**src/core/gpio_cfg_pkg.sv**
```systemverilog
// Purpose: Shared constants and encodings for the GPIO port configuration block
// Assumes: Eight pins, one system clock
// Notes: Encodings are local codes chosen for this port
package gpio_cfg_pkg;
    localparam int PIN_COUNT = 8;
    localparam int PIN_IDX_W = 3;

    // Direction and control mode
    typedef enum logic [1:0] {
        mode_sw_input        = 2'h0,
        mode_sw_output       = 2'h1,
        mode_peripheral_ctrl = 2'h2
    } dir_mode_t;

    // Interrupt trigger types
    typedef enum logic [2:0] {
        trig_falling_edge = 3'h0,
        trig_rising_edge  = 3'h1,
        trig_both_edges   = 3'h2,
        trig_low_level    = 3'h3,
        trig_high_level   = 3'h4
    } trig_t;

    // Drive strength
    typedef enum logic [1:0] {
        drive_lowest         = 2'h0,
        drive_middle         = 2'h1,
        drive_highest        = 2'h2,
        drive_highest_slewed = 2'h3
    } drive_t;

    // Pad type
    typedef enum logic [2:0] {
        pad_push_pull           = 3'h0,
        pad_push_pull_pullup    = 3'h1,
        pad_push_pull_pulldown  = 3'h2,
        pad_open_drain          = 3'h3,
        pad_open_drain_pullup   = 3'h4,
        pad_open_drain_pulldown = 3'h5,
        pad_analog              = 3'h6
    } pad_t;

    // Reset values
    localparam dir_mode_t MODE_RESET = mode_sw_input;
    localparam trig_t TRIG_RESET = trig_falling_edge;
    localparam drive_t DRIVE_RESET = drive_lowest;
    localparam pad_t PAD_RESET = pad_push_pull;
endpackage : gpio_cfg_pkg

```
**src/core/gpio_edge_detect.sv**
```systemverilog
// Purpose: One pin's trigger detector, edge or level
// Assumes: pin_sync already synchronised to ref_clk
// Notes: Event is a one-cycle pulse for edges, a level for level triggers
`timescale 1ns/1ps
module gpio_edge_detect
    import gpio_cfg_pkg::*;
(
    // Clock and reset
    input wire logic ref_clk,
    input wire logic nrst,
    // Pin and setting
    input wire logic pin_sync,
    input wire logic [2:0] trig_sel,
    // Result
    output logic event_reg
);
    logic prev_reg;
    logic prev_next;
    logic event_next;

    // Compare current and previous sample per trigger type
    always_comb begin
        prev_next = pin_sync;
        case (trig_t'(trig_sel))
            trig_falling_edge: event_next = prev_reg & ~pin_sync;
            trig_rising_edge: event_next = ~prev_reg & pin_sync;
            trig_both_edges: event_next = prev_reg ^ pin_sync;
            trig_low_level: event_next = ~pin_sync;
            trig_high_level: event_next = pin_sync;
            default: event_next = 1'b0;
        endcase
    end

    // Register history and event
    always_ff @(posedge ref_clk) begin
        if (!nrst) begin
            prev_reg <= 1'b0;
            event_reg <= 1'b0;
        end else begin
            prev_reg <= prev_next;
            event_reg <= event_next;
        end
    end
endmodule : gpio_edge_detect

```
**src/core/gpio_port_cfg.sv**
```systemverilog
// Purpose: Per-pin mode, trigger and pad configuration with readback and detection
// Assumes: Single ref_clk at 40 MHz, synchronous active-low nrst
// Notes: Writes are masked by pin_select_mask; configuration reads select a single pin index
// Notes on behaviour
// - Each pin independently set to software input, software output, or peripheral
// - Mode of one selected pin reads back in the same encoding
// - Writes affect only pins whose mask bit is set; others keep settings
// - Trigger supports falling, rising, both edges, low level, high level
// - Trigger type of one selected pin reads back in same encoding
// - Drive strength per pin: 2, 4, 8 mA, 8 mA slewed; sent to pad
// - Pad type per pin: push-pull or open-drain with pulls, or analog
// - Pad setting stored as written even for input pins
// - Drive and pad type read back for any pin, inputs included
// - Reset: software input, lowest drive, no pull, push-pull, not peripheral
// - Up to eight pins, each with its own full configuration
// - Data access masked per pin; read zeroes unselected, write simultaneous
`timescale 1ns/1ps
module gpio_port_cfg
    import gpio_cfg_pkg::*;
(
    // Clock and reset
    input wire logic ref_clk,
    input wire logic nrst,
    // Configuration write
    input wire logic [7:0] pin_select_mask,
    input wire logic mode_wr,
    input wire logic [1:0] mode_wdata,
    input wire logic trig_wr,
    input wire logic [2:0] trig_wdata,
    input wire logic pad_wr,
    input wire logic [1:0] drive_wdata,
    input wire logic [2:0] pad_wdata,
    // Configuration readback
    input wire logic [2:0] pin_index,
    output logic [1:0] mode_rdata_reg,
    output logic [2:0] trig_rdata_reg,
    output logic [1:0] drive_rdata_reg,
    output logic [2:0] pad_rdata_reg,
    // Data access
    input wire logic data_rd,
    input wire logic data_wr,
    input wire logic [7:0] data_wdata,
    output logic [7:0] data_rdata_reg,
    // Pins and peripheral
    input wire logic [7:0] pin_in,
    input wire logic [7:0] periph_out,
    input wire logic [7:0] periph_oe,
    output logic [7:0] pin_out_reg,
    output logic [7:0] pin_oe_n_reg,
    output logic [15:0] pad_drive_reg,
    output logic [23:0] pad_type_reg,
    output logic [7:0] pin_sync_reg,
    // Detection
    output logic [7:0] trig_event_reg
);
    // Per-pin storage, one entry per pin
    // Arrays are indexed by pin number, so pin_index reads one entry directly
    logic [1:0] mode_reg [PIN_COUNT];
    logic [1:0] mode_next [PIN_COUNT];
    logic [2:0] trig_reg [PIN_COUNT];
    logic [2:0] trig_next [PIN_COUNT];
    logic [1:0] drive_reg [PIN_COUNT];
    logic [1:0] drive_next [PIN_COUNT];
    logic [2:0] pad_reg [PIN_COUNT];
    logic [2:0] pad_next [PIN_COUNT];
    logic [7:0] data_reg;
    logic [7:0] data_next;
    logic [7:0] sync1_reg;
    logic [7:0] sync2_reg;
    logic [7:0] sync3_reg;
    logic [7:0] stable_next;
    logic [7:0] out_next;
    logic [7:0] oe_n_next;
    logic [15:0] drive_bus_next;
    logic [23:0] type_bus_next;
    logic [7:0] rdata_next;
    logic [7:0] event_w;

    // Pad is actively driven only in push-pull, or open-drain when pulling low
    // Analog pads never drive: the enable stays off, though pin_out_reg still follows its source
    function automatic logic drives_pad(input logic [2:0] pad, input logic level);
        if (pad == pad_analog) begin
            drives_pad = 1'b0;
        end else if (pad >= pad_open_drain) begin
            drives_pad = ~level;
        end else begin
            drives_pad = 1'b1;
        end
    endfunction : drives_pad

    // Masked update of configuration; only selected pins change
    // Unused codes are stored as written; the consumers treat them as harmless
    always_comb begin
        for (int i = 0; i < PIN_COUNT; i++) begin
            mode_next[i] = mode_reg[i];
            trig_next[i] = trig_reg[i];
            drive_next[i] = drive_reg[i];
            pad_next[i] = pad_reg[i];
            if (pin_select_mask[i]) begin
                if (mode_wr) begin
                    mode_next[i] = mode_wdata;
                end
                if (trig_wr) begin
                    trig_next[i] = trig_wdata;
                end
                if (pad_wr) begin
                    drive_next[i] = drive_wdata;
                    pad_next[i] = pad_wdata;
                end
            end
        end
    end

    // Configuration state; takes effect on the edge after the write strobe
    // Reset clears every pin at once, whatever the mask holds
    // Falling-edge reset trigger and low synchronised pins mean no false event after reset
    always_ff @(posedge ref_clk) begin
        for (int i = 0; i < PIN_COUNT; i++) begin
            if (!nrst) begin
                mode_reg[i] <= MODE_RESET;
                trig_reg[i] <= TRIG_RESET;
                drive_reg[i] <= DRIVE_RESET;
                pad_reg[i] <= PAD_RESET;
            end else begin
                mode_reg[i] <= mode_next[i];
                trig_reg[i] <= trig_next[i];
                drive_reg[i] <= drive_next[i];
                pad_reg[i] <= pad_next[i];
            end
        end
    end

    // Data register: masked write changes all selected pins at once
    // Unselected bits keep their value, so one write cannot disturb other pins
    always_comb begin
        data_next = data_wr ? ((data_reg & ~pin_select_mask) | (data_wdata & pin_select_mask)) : data_reg;
    end

    // Pin input synchroniser; a change counts once stages two and three agree
    // A one-cycle glitch at stage two never reaches the detectors
    always_comb begin
        for (int i = 0; i < PIN_COUNT; i++) begin
            stable_next[i] = (sync2_reg[i] == sync3_reg[i]) ? sync3_reg[i] : pin_sync_reg[i];
        end
    end

    // Pad drive and bus outputs from current configuration
    // Inputs and the unused mode code leave the pad undriven
    always_comb begin
        for (int i = 0; i < PIN_COUNT; i++) begin
            if (mode_reg[i] == mode_peripheral_ctrl) begin
                out_next[i] = periph_out[i];
                oe_n_next[i] = ~(periph_oe[i] & drives_pad(pad_reg[i], periph_out[i]));
            end else if (mode_reg[i] == mode_sw_output) begin
                out_next[i] = data_reg[i];
                oe_n_next[i] = ~drives_pad(pad_reg[i], data_reg[i]);
            end else begin
                out_next[i] = 1'b0; // Inputs never drive; only pulls act
                oe_n_next[i] = 1'b1;
            end
            drive_bus_next[2*i +: 2] = drive_reg[i];
            type_bus_next[3*i +: 3] = pad_reg[i];
        end
        // Read shows selected pins only, others zero
        // The read value then stands until the next read strobe
        rdata_next = data_rd ? (pin_sync_reg & pin_select_mask) : data_rdata_reg;
    end

    // Output and synchroniser registers
    // Readback is registered, so it shows the pin chosen one edge earlier
    // Trade-off: one cycle of latency buys outputs straight from flip-flops
    always_ff @(posedge ref_clk) begin
        if (!nrst) begin
            data_reg <= 8'h00;
            sync1_reg <= 8'h00;
            sync2_reg <= 8'h00;
            sync3_reg <= 8'h00;
            pin_sync_reg <= 8'h00;
            pin_out_reg <= 8'h00;
            pin_oe_n_reg <= 8'hFF;
            pad_drive_reg <= 16'h0000;
            pad_type_reg <= 24'h000000;
            data_rdata_reg <= 8'h00;
            mode_rdata_reg <= 2'h0;
            trig_rdata_reg <= 3'h0;
            drive_rdata_reg <= 2'h0;
            pad_rdata_reg <= 3'h0;
            trig_event_reg <= 8'h00;
        end else begin
            data_reg <= data_next;
            sync1_reg <= pin_in;
            sync2_reg <= sync1_reg;
            sync3_reg <= sync2_reg;
            pin_sync_reg <= stable_next;
            pin_out_reg <= out_next;
            pin_oe_n_reg <= oe_n_next;
            pad_drive_reg <= drive_bus_next;
            pad_type_reg <= type_bus_next;
            data_rdata_reg <= rdata_next;
            mode_rdata_reg <= mode_reg[pin_index];
            trig_rdata_reg <= trig_reg[pin_index];
            drive_rdata_reg <= drive_reg[pin_index];
            pad_rdata_reg <= pad_reg[pin_index];
            trig_event_reg <= event_w;
        end
    end

    // One detector per pin; relies on inputs held steady while trigger changes
    // Each detector sees the filtered level, never the raw pin
    for (genvar g = 0; g < PIN_COUNT; g++) begin : g_det
        gpio_edge_detect u_det (
            .ref_clk(ref_clk),
            .nrst(nrst),
            .pin_sync(pin_sync_reg[g]),
            .trig_sel(trig_reg[g]),
            .event_reg(event_w[g])
        );
    end
endmodule : gpio_port_cfg

```
**config.mk**
```make
export PLATFORM = sky130hd
export DESIGN_NAME = gpio_port_cfg
export DESIGN_NICKNAME = d
export VERILOG_FILES = /design/src/core/gpio_cfg_pkg.sv /design/src/core/gpio_edge_detect.sv /design/src/core/gpio_port_cfg.sv
export SDC_FILE = /design/constraint.sdc
export NUM_CORES = 1
export LEC_CHECK = 0
export ABC_AREA = 1
export BUFFER_PORTS_ARGS = -buffer_cell sky130_fd_sc_hd__buf_2
export CAP_MARGIN = 0
export CORE_MARGIN = 1.5
export CORE_UTILIZATION = 39
export CTS_CLUSTER_DIAMETER = 150
export DETAILED_ROUTE_END_ITERATION = 16
export PLACE_DENSITY = 0.62
export SETUP_SLACK_MARGIN = 0.5
export SLEW_MARGIN = 20
export SYNTH_ARGS = -nofsm -noshare
export SYNTH_HDL_FRONTEND = slang
export SYNTH_SLANG_ARGS = --single-unit
```
**constraint.sdc**
```tcl
create_clock -name ref_clk -period 1.08 [get_ports ref_clk]
set_input_delay 0.108 -clock ref_clk [delete_from_list [all_inputs] [get_ports ref_clk]]
set_output_delay 0.108 -clock ref_clk [all_outputs]
set_load 0.01 [all_outputs]
```
# Word level (Yosys, flattened, before mapping)

Memory sizes are Yosys's and may differ from the RTL's. A register that Yosys moved wholly into a read port is not among the register bits.
Index checks and enable logic that the tools add are counted.

Magnitude comparators: 8
Equality and inequality tests: 64
Multiplexer cells: 194
Bitwise logic cells: 117
Reductions and logical operators: 12

Operators by type and width:

| operator             | number |
|---|---|
| $mux W3              | 48 |
| $mux W2              | 48 |
| $mux W1              | 90 |
| $eq A3 B2 Y1 const B | 16 |
| $eq A3 B3 Y1 const B | 16 |
| $not A1 Y1           | 48 |
| $pmux W1 S5          | 8 |
| $or A1 B1 Y1         | 32 |
| $and A1 B1 Y1        | 24 |
| $and A8 B8 Y8        | 3 |
| $eq A3 B1 Y1 const B | 8 |
| $ge A3 B2 Y1 const B | 8 |
| $logic_not A3 Y1     | 8 |
| $eq A2 B1 Y1 const B | 8 |
| $eq A2 B2 Y1 const B | 8 |
| $eq A1 B1 Y1         | 8 |
| $not A8 Y8           | 1 |
| $or A8 B8 Y8         | 1 |
| $xor A1 B1 Y1        | 8 |
| $logic_not A1 Y1     | 4 |

Register bits: 128
Memory bits (writable): 80
Bits of input ports: 60
Memories kept: 4

Memory list:

| memory    | depth | width | read ports | clocked after memory_dff | wr ports | RTL line            | RTL |
|---|---|---|---|---|---|---|---|
| pad_reg   | 8     | 3     | 9          | 1                        | 8        | gpio_port_cfg.sv:64 | `logic [2:0] pad_reg [PIN_COUNT];` |
| trig_reg  | 8     | 3     | 9          | 1                        | 8        | gpio_port_cfg.sv:60 | `logic [2:0] trig_reg [PIN_COUNT];` |
| drive_reg | 8     | 2     | 9          | 1                        | 8        | gpio_port_cfg.sv:62 | `logic [1:0] drive_reg [PIN_COUNT];` |
| mode_reg  | 8     | 2     | 9          | 1                        | 8        | gpio_port_cfg.sv:58 | `logic [1:0] mode_reg [PIN_COUNT];` |

# Logic depth before layout (Yosys ltp)

Word-level depth: 8
Mapped depth: 8
Mapped depth without buffers: 8

# Modules after synthesis

A second synthesis with hierarchy kept.

Cells, all modules: 1212
Area total of the unflattened synthesis: 8785.9 sq um

By module, submodules not included:

| module           | instances | cells an instance | area an instance (sq um) |
|---|---|---|---|
| gpio_port_cfg    | 1         | 1020              | 7574.8 |
| gpio_edge_detect | 8         | 24                | 151.4 |

# Worst setup path after synthesis

OpenSTA, ideal clock, no wires.

Path kind: reg-to-reg
Start: register pin_sync_reg[0]
End: register g_det[0].u_det.event_reg
Setup time: 56 ps
Arrival time: 978 ps
Path slack: 47 ps
Stages on the path, launching flop included: 7
Period minus slack after synthesis: 1033 ps
Cell sequence: dfxtp_1 -> ha_1 -> a21oi_1 -> o21ai_0 -> nand3_1 -> nand2_1 -> inv_1

Word-level cells in the longest chain between the ends: 3
Elaborated cells between the ends (all ways): 5
Those cells by class: mux: 1; bitwise: 4

RTL lines:

| element                | RTL line                                       | RTL |
|---|---|---|
| from (decl)            | gpio_port_cfg.sv:52                            | `output logic [7:0] pin_sync_reg,` |
| from (signal assigned) | gpio_port_cfg.sv:194                           | `pin_sync_reg <= stable_next;` |
| $not A1 Y1             | gpio_edge_detect.sv:25, gpio_edge_detect.sv:28 |  |
| $and A1 B1 Y1          | gpio_edge_detect.sv:25                         | `trig_falling_edge: event_next = prev_reg & ~pin_sync;` |
| $pmux W1 S5 (*)        | gpio_edge_detect.sv:24                         | `case (trig_t'(trig_sel))` |
| to (signal assigned)   | gpio_edge_detect.sv:41                         | `event_reg <= event_next;` |
| to (decl)              | gpio_edge_detect.sv:15                         | `output logic event_reg` |

Every way passes the cells marked *; elsewhere a longest branch is shown, timed or not.
A chain may end at the register's enable or synchronous reset.

# Worst setup path after layout

Start: register pin_sync_reg[2]
End: output pin_sync_reg[2]

No word-level cell between the ends.

==> results.json <==
{
  "outcome": "finished, violations left",
  "violations": "hold timing, setup timing",
  "finalCritPeriodShare_pct": 111,
  "syn_area_per_cell_sq_um": 7.40,
  "met3_wirelength_microns": 1360,
  "hold_viol": 32,
  "synth.area.mux_share_pct": 0,
  "drive_above_1_share_pct": 56.8,
  "htree_num_levels": 1,
  "finalClockSkew_ps": 7.31,
  "die_w_microns": 152,
  "clock-sinks": 218,
  "insertion_delay_ps": 520,
  "netlist.area_leader.share_pct": 50.3,
  "synthSimpleGateAreaFrac_pct": 21.0,
  "min_period_ps": 1200,
  "syn_inst": 1172,
  "dr.pass1.iters": 4,
  "fin_nets": 1508,
  "pin_count": 150,
  "hold_class": "input pin to register",
  "die-area_sq_mm": 0.0231,
  "start_util_pct": 39.7,
  "hold_buffers": 22,
  "synth_area_leaders": "dfxtp_1 (50%), nand2_1 (13%), inv_1 (8.4%), a21oi_1 (6.9%), o21ai_0 (6.0%)",
  "die_h_microns": 152,
  "setup.worst_path.end_class": "primary output",
  "power_uw": 20400,
  "cp-start-kind": "register",
  "route.top_layer_used": "met4",
  "dr_wl_met2_microns": 13000,
  "crit_fanout": 2,
  "reg2regPathDepth": 8,
  "cts_tree": "yes",
  "cellLeakagePower_uw": 0.00648,
  "yosys_warnings": 0,
  "finalMaxSlewViolations": 0,
  "postRouteAntennaNets": 0,
  "final_util_pct": 62.8,
  "core_area_sq_mm": 0.0218,
  "yosysSeqAreaShare_pct": 50.3,
  "peakVddDrop_uv": 1190,
  "fin_ws_ps": -119,
  "grt_pass1_vias": 7979,
  "r2r_start": "pin_sync_reg[2]",
  "tightest_slew_ps": 505,
  "r2r_slack_ps": -100,
  "grt_max_degree": 55,
  "slew_headroom_pct": 66.4,
  "routed_wl_microns": 26100,
  "cts_buffers": 24,
  "grt_antenna_before_repair": 1,
  "yosys.area.top_type": "dfxtp_1",
  "wl_met1_microns": 11000,
  "drv_cap": 0,
  "drc": 0,
  "cts-root-buf": "clkbuf_16",
  "viasPerCell": 4.92,
  "regToRegEndpoint": "pin_sync_reg[2]",
  "gp_congestion": 0.881,
  "drt_first_iter_violations": 444,
  "vias": 8522,
  "startpoint": "pin_sync_reg[2]",
  "overflow": 0,
  "drt-wirelength-per-cell_microns": 15.1,
  "crit_required_ps": 970,
  "place_area_sq_mm": 0.0100,
  "synth-seq-cells": 218,
  "area_growth_pct": 58.0,
  "grt_pass1_wl_microns": 40000,
  "synth-compound-area-share_pct": 14.2,
  "num_rows": 54,
  "synthAdderAreaFrac_pct": 2.31,
  "power.density_mw_per_mm2": 1490,
  "dpl.hpwl_microns": 16400,
  "clockBufferDepth": 3,
  "grtUsageTotal_pct": 21.1,
  "synth_cell_type_count": 17,
  "setup_viol_count_final": 19,
  "fin_area_sq_mm": 0.0137,
  "endpoint": "pin_sync_reg[2]",
  "whs_ps": -81.6,
  "synth_xor_area_share_pct": 0,
  "fin_setup_tns_ps": -803,
  "path_clk_slew_ps": 60,
  "max_freq_ghz": 0.834,
  "critical_path_class": "register to primary output",
  "syn_nets": 1248,
  "syn_area_sq_mm": 0.00867,
  "fill_cells": 1839,
  "synth_top_family_by_area": "simple AND/OR/NAND/NOR gates",
  "io_buffers": 149,
  "rsz0062_at_grt": "true",
  "crit_arrival_ps": 1090
}
## synth_stat cells, drive strengths merged
master  number
nand2      308
dfxtp      218
inv        196
a21oi      120
o21ai      104
nand3       90
buf         46
nor2        44
ha          16
a31oi        8
and3         8
o21bai       8
clkbuf       6
## kinds of logic after synthesis
family / after synthesis
and+or+nand+nor: 450
buffers and inverters: 248
AOI/OAI and AO/OA: 240
DFF: 218
adders and majority gates: 16
## layout by cell type (no fill, tap or decap), drive strengths merged, types with 16 or more instances in the layout
cell           n
a21oi        120
buf          264
clkbuf        36
dfxtp        218
dlygate4sd3   22
ha            16
inv          195
nand2        308
nand3         90
nor2          44
o21ai        104
## per-layer routing
layer,vias to the layer above,track usage [%]
li1,4219,-
met5,-,0
met1,4006,26.2
met4,0,7.12
met2,239,36.4
met3,58,3.94
## cell type report
cell class / count / area, sq um / area share, %
inverter: 196 / 863 / 6.30
sequential: 218 / 4630 / 33.8
tap: 280 / 350 / 2.56
antenna: 2 / 5.00 / 0.0365
clock inverter: 7 / 140 / 1.02
multi-input combinational: 706 / 4490 / 32.8
clock buffer: 36 / 717 / 5.23
timing repair buffer: 286 / 2500 / 18.3
## stage by stage
step,setup slack [ps],cells,hold slack (ps)
after global placement,22.2,1571,288
after global routing,-146,1729,-84.0
after floorplan,106,1172,206
after CTS,-118,1690,-92.3
final,-119,1731,-81.6
after detailed placement,8.75,1571,291
## critical path, stage by stage, from the launching register on
cell	delay, ps
dfxtp_4	350
buf_6	120
buf_6	110
## power by group
group          internal (uW)  switching [uW]  total, uW
Clock                   5530            3320       8850
Sequential              8460             313       8770
Combinational           1210            1590       2800
## what timing repair did
item	CTS	global route
pin swaps	98	132
gates resized for setup	348	266
hold endpoints to repair	98	25
buffers inserted	54	39
endpoints found under the setup margin	217	243
## how the worst min path moves through the flow
| stage | from | endpoint | slack [ps] | cells after the start |
|---|---|---|---|---|
| final | periph_out[0] | pin_out_reg[0] | -80 | 3 |
| after global routing | periph_out[7] | pin_out_reg[7] | -80 | 3 |
| after CTS | periph_out[0] | pin_out_reg[0] | -90 | 3 |
| after detailed placement | pin_in[6] | sync1_reg[6] | 290 | 3 |
| after global placement | pin_in[1] | sync1_reg[1] | 290 | 3 |
| after floorplan | pin_in[0] | sync1_reg[0] | 210 | 2 |
Note: power is estimated with default switching activity, not from simulation.
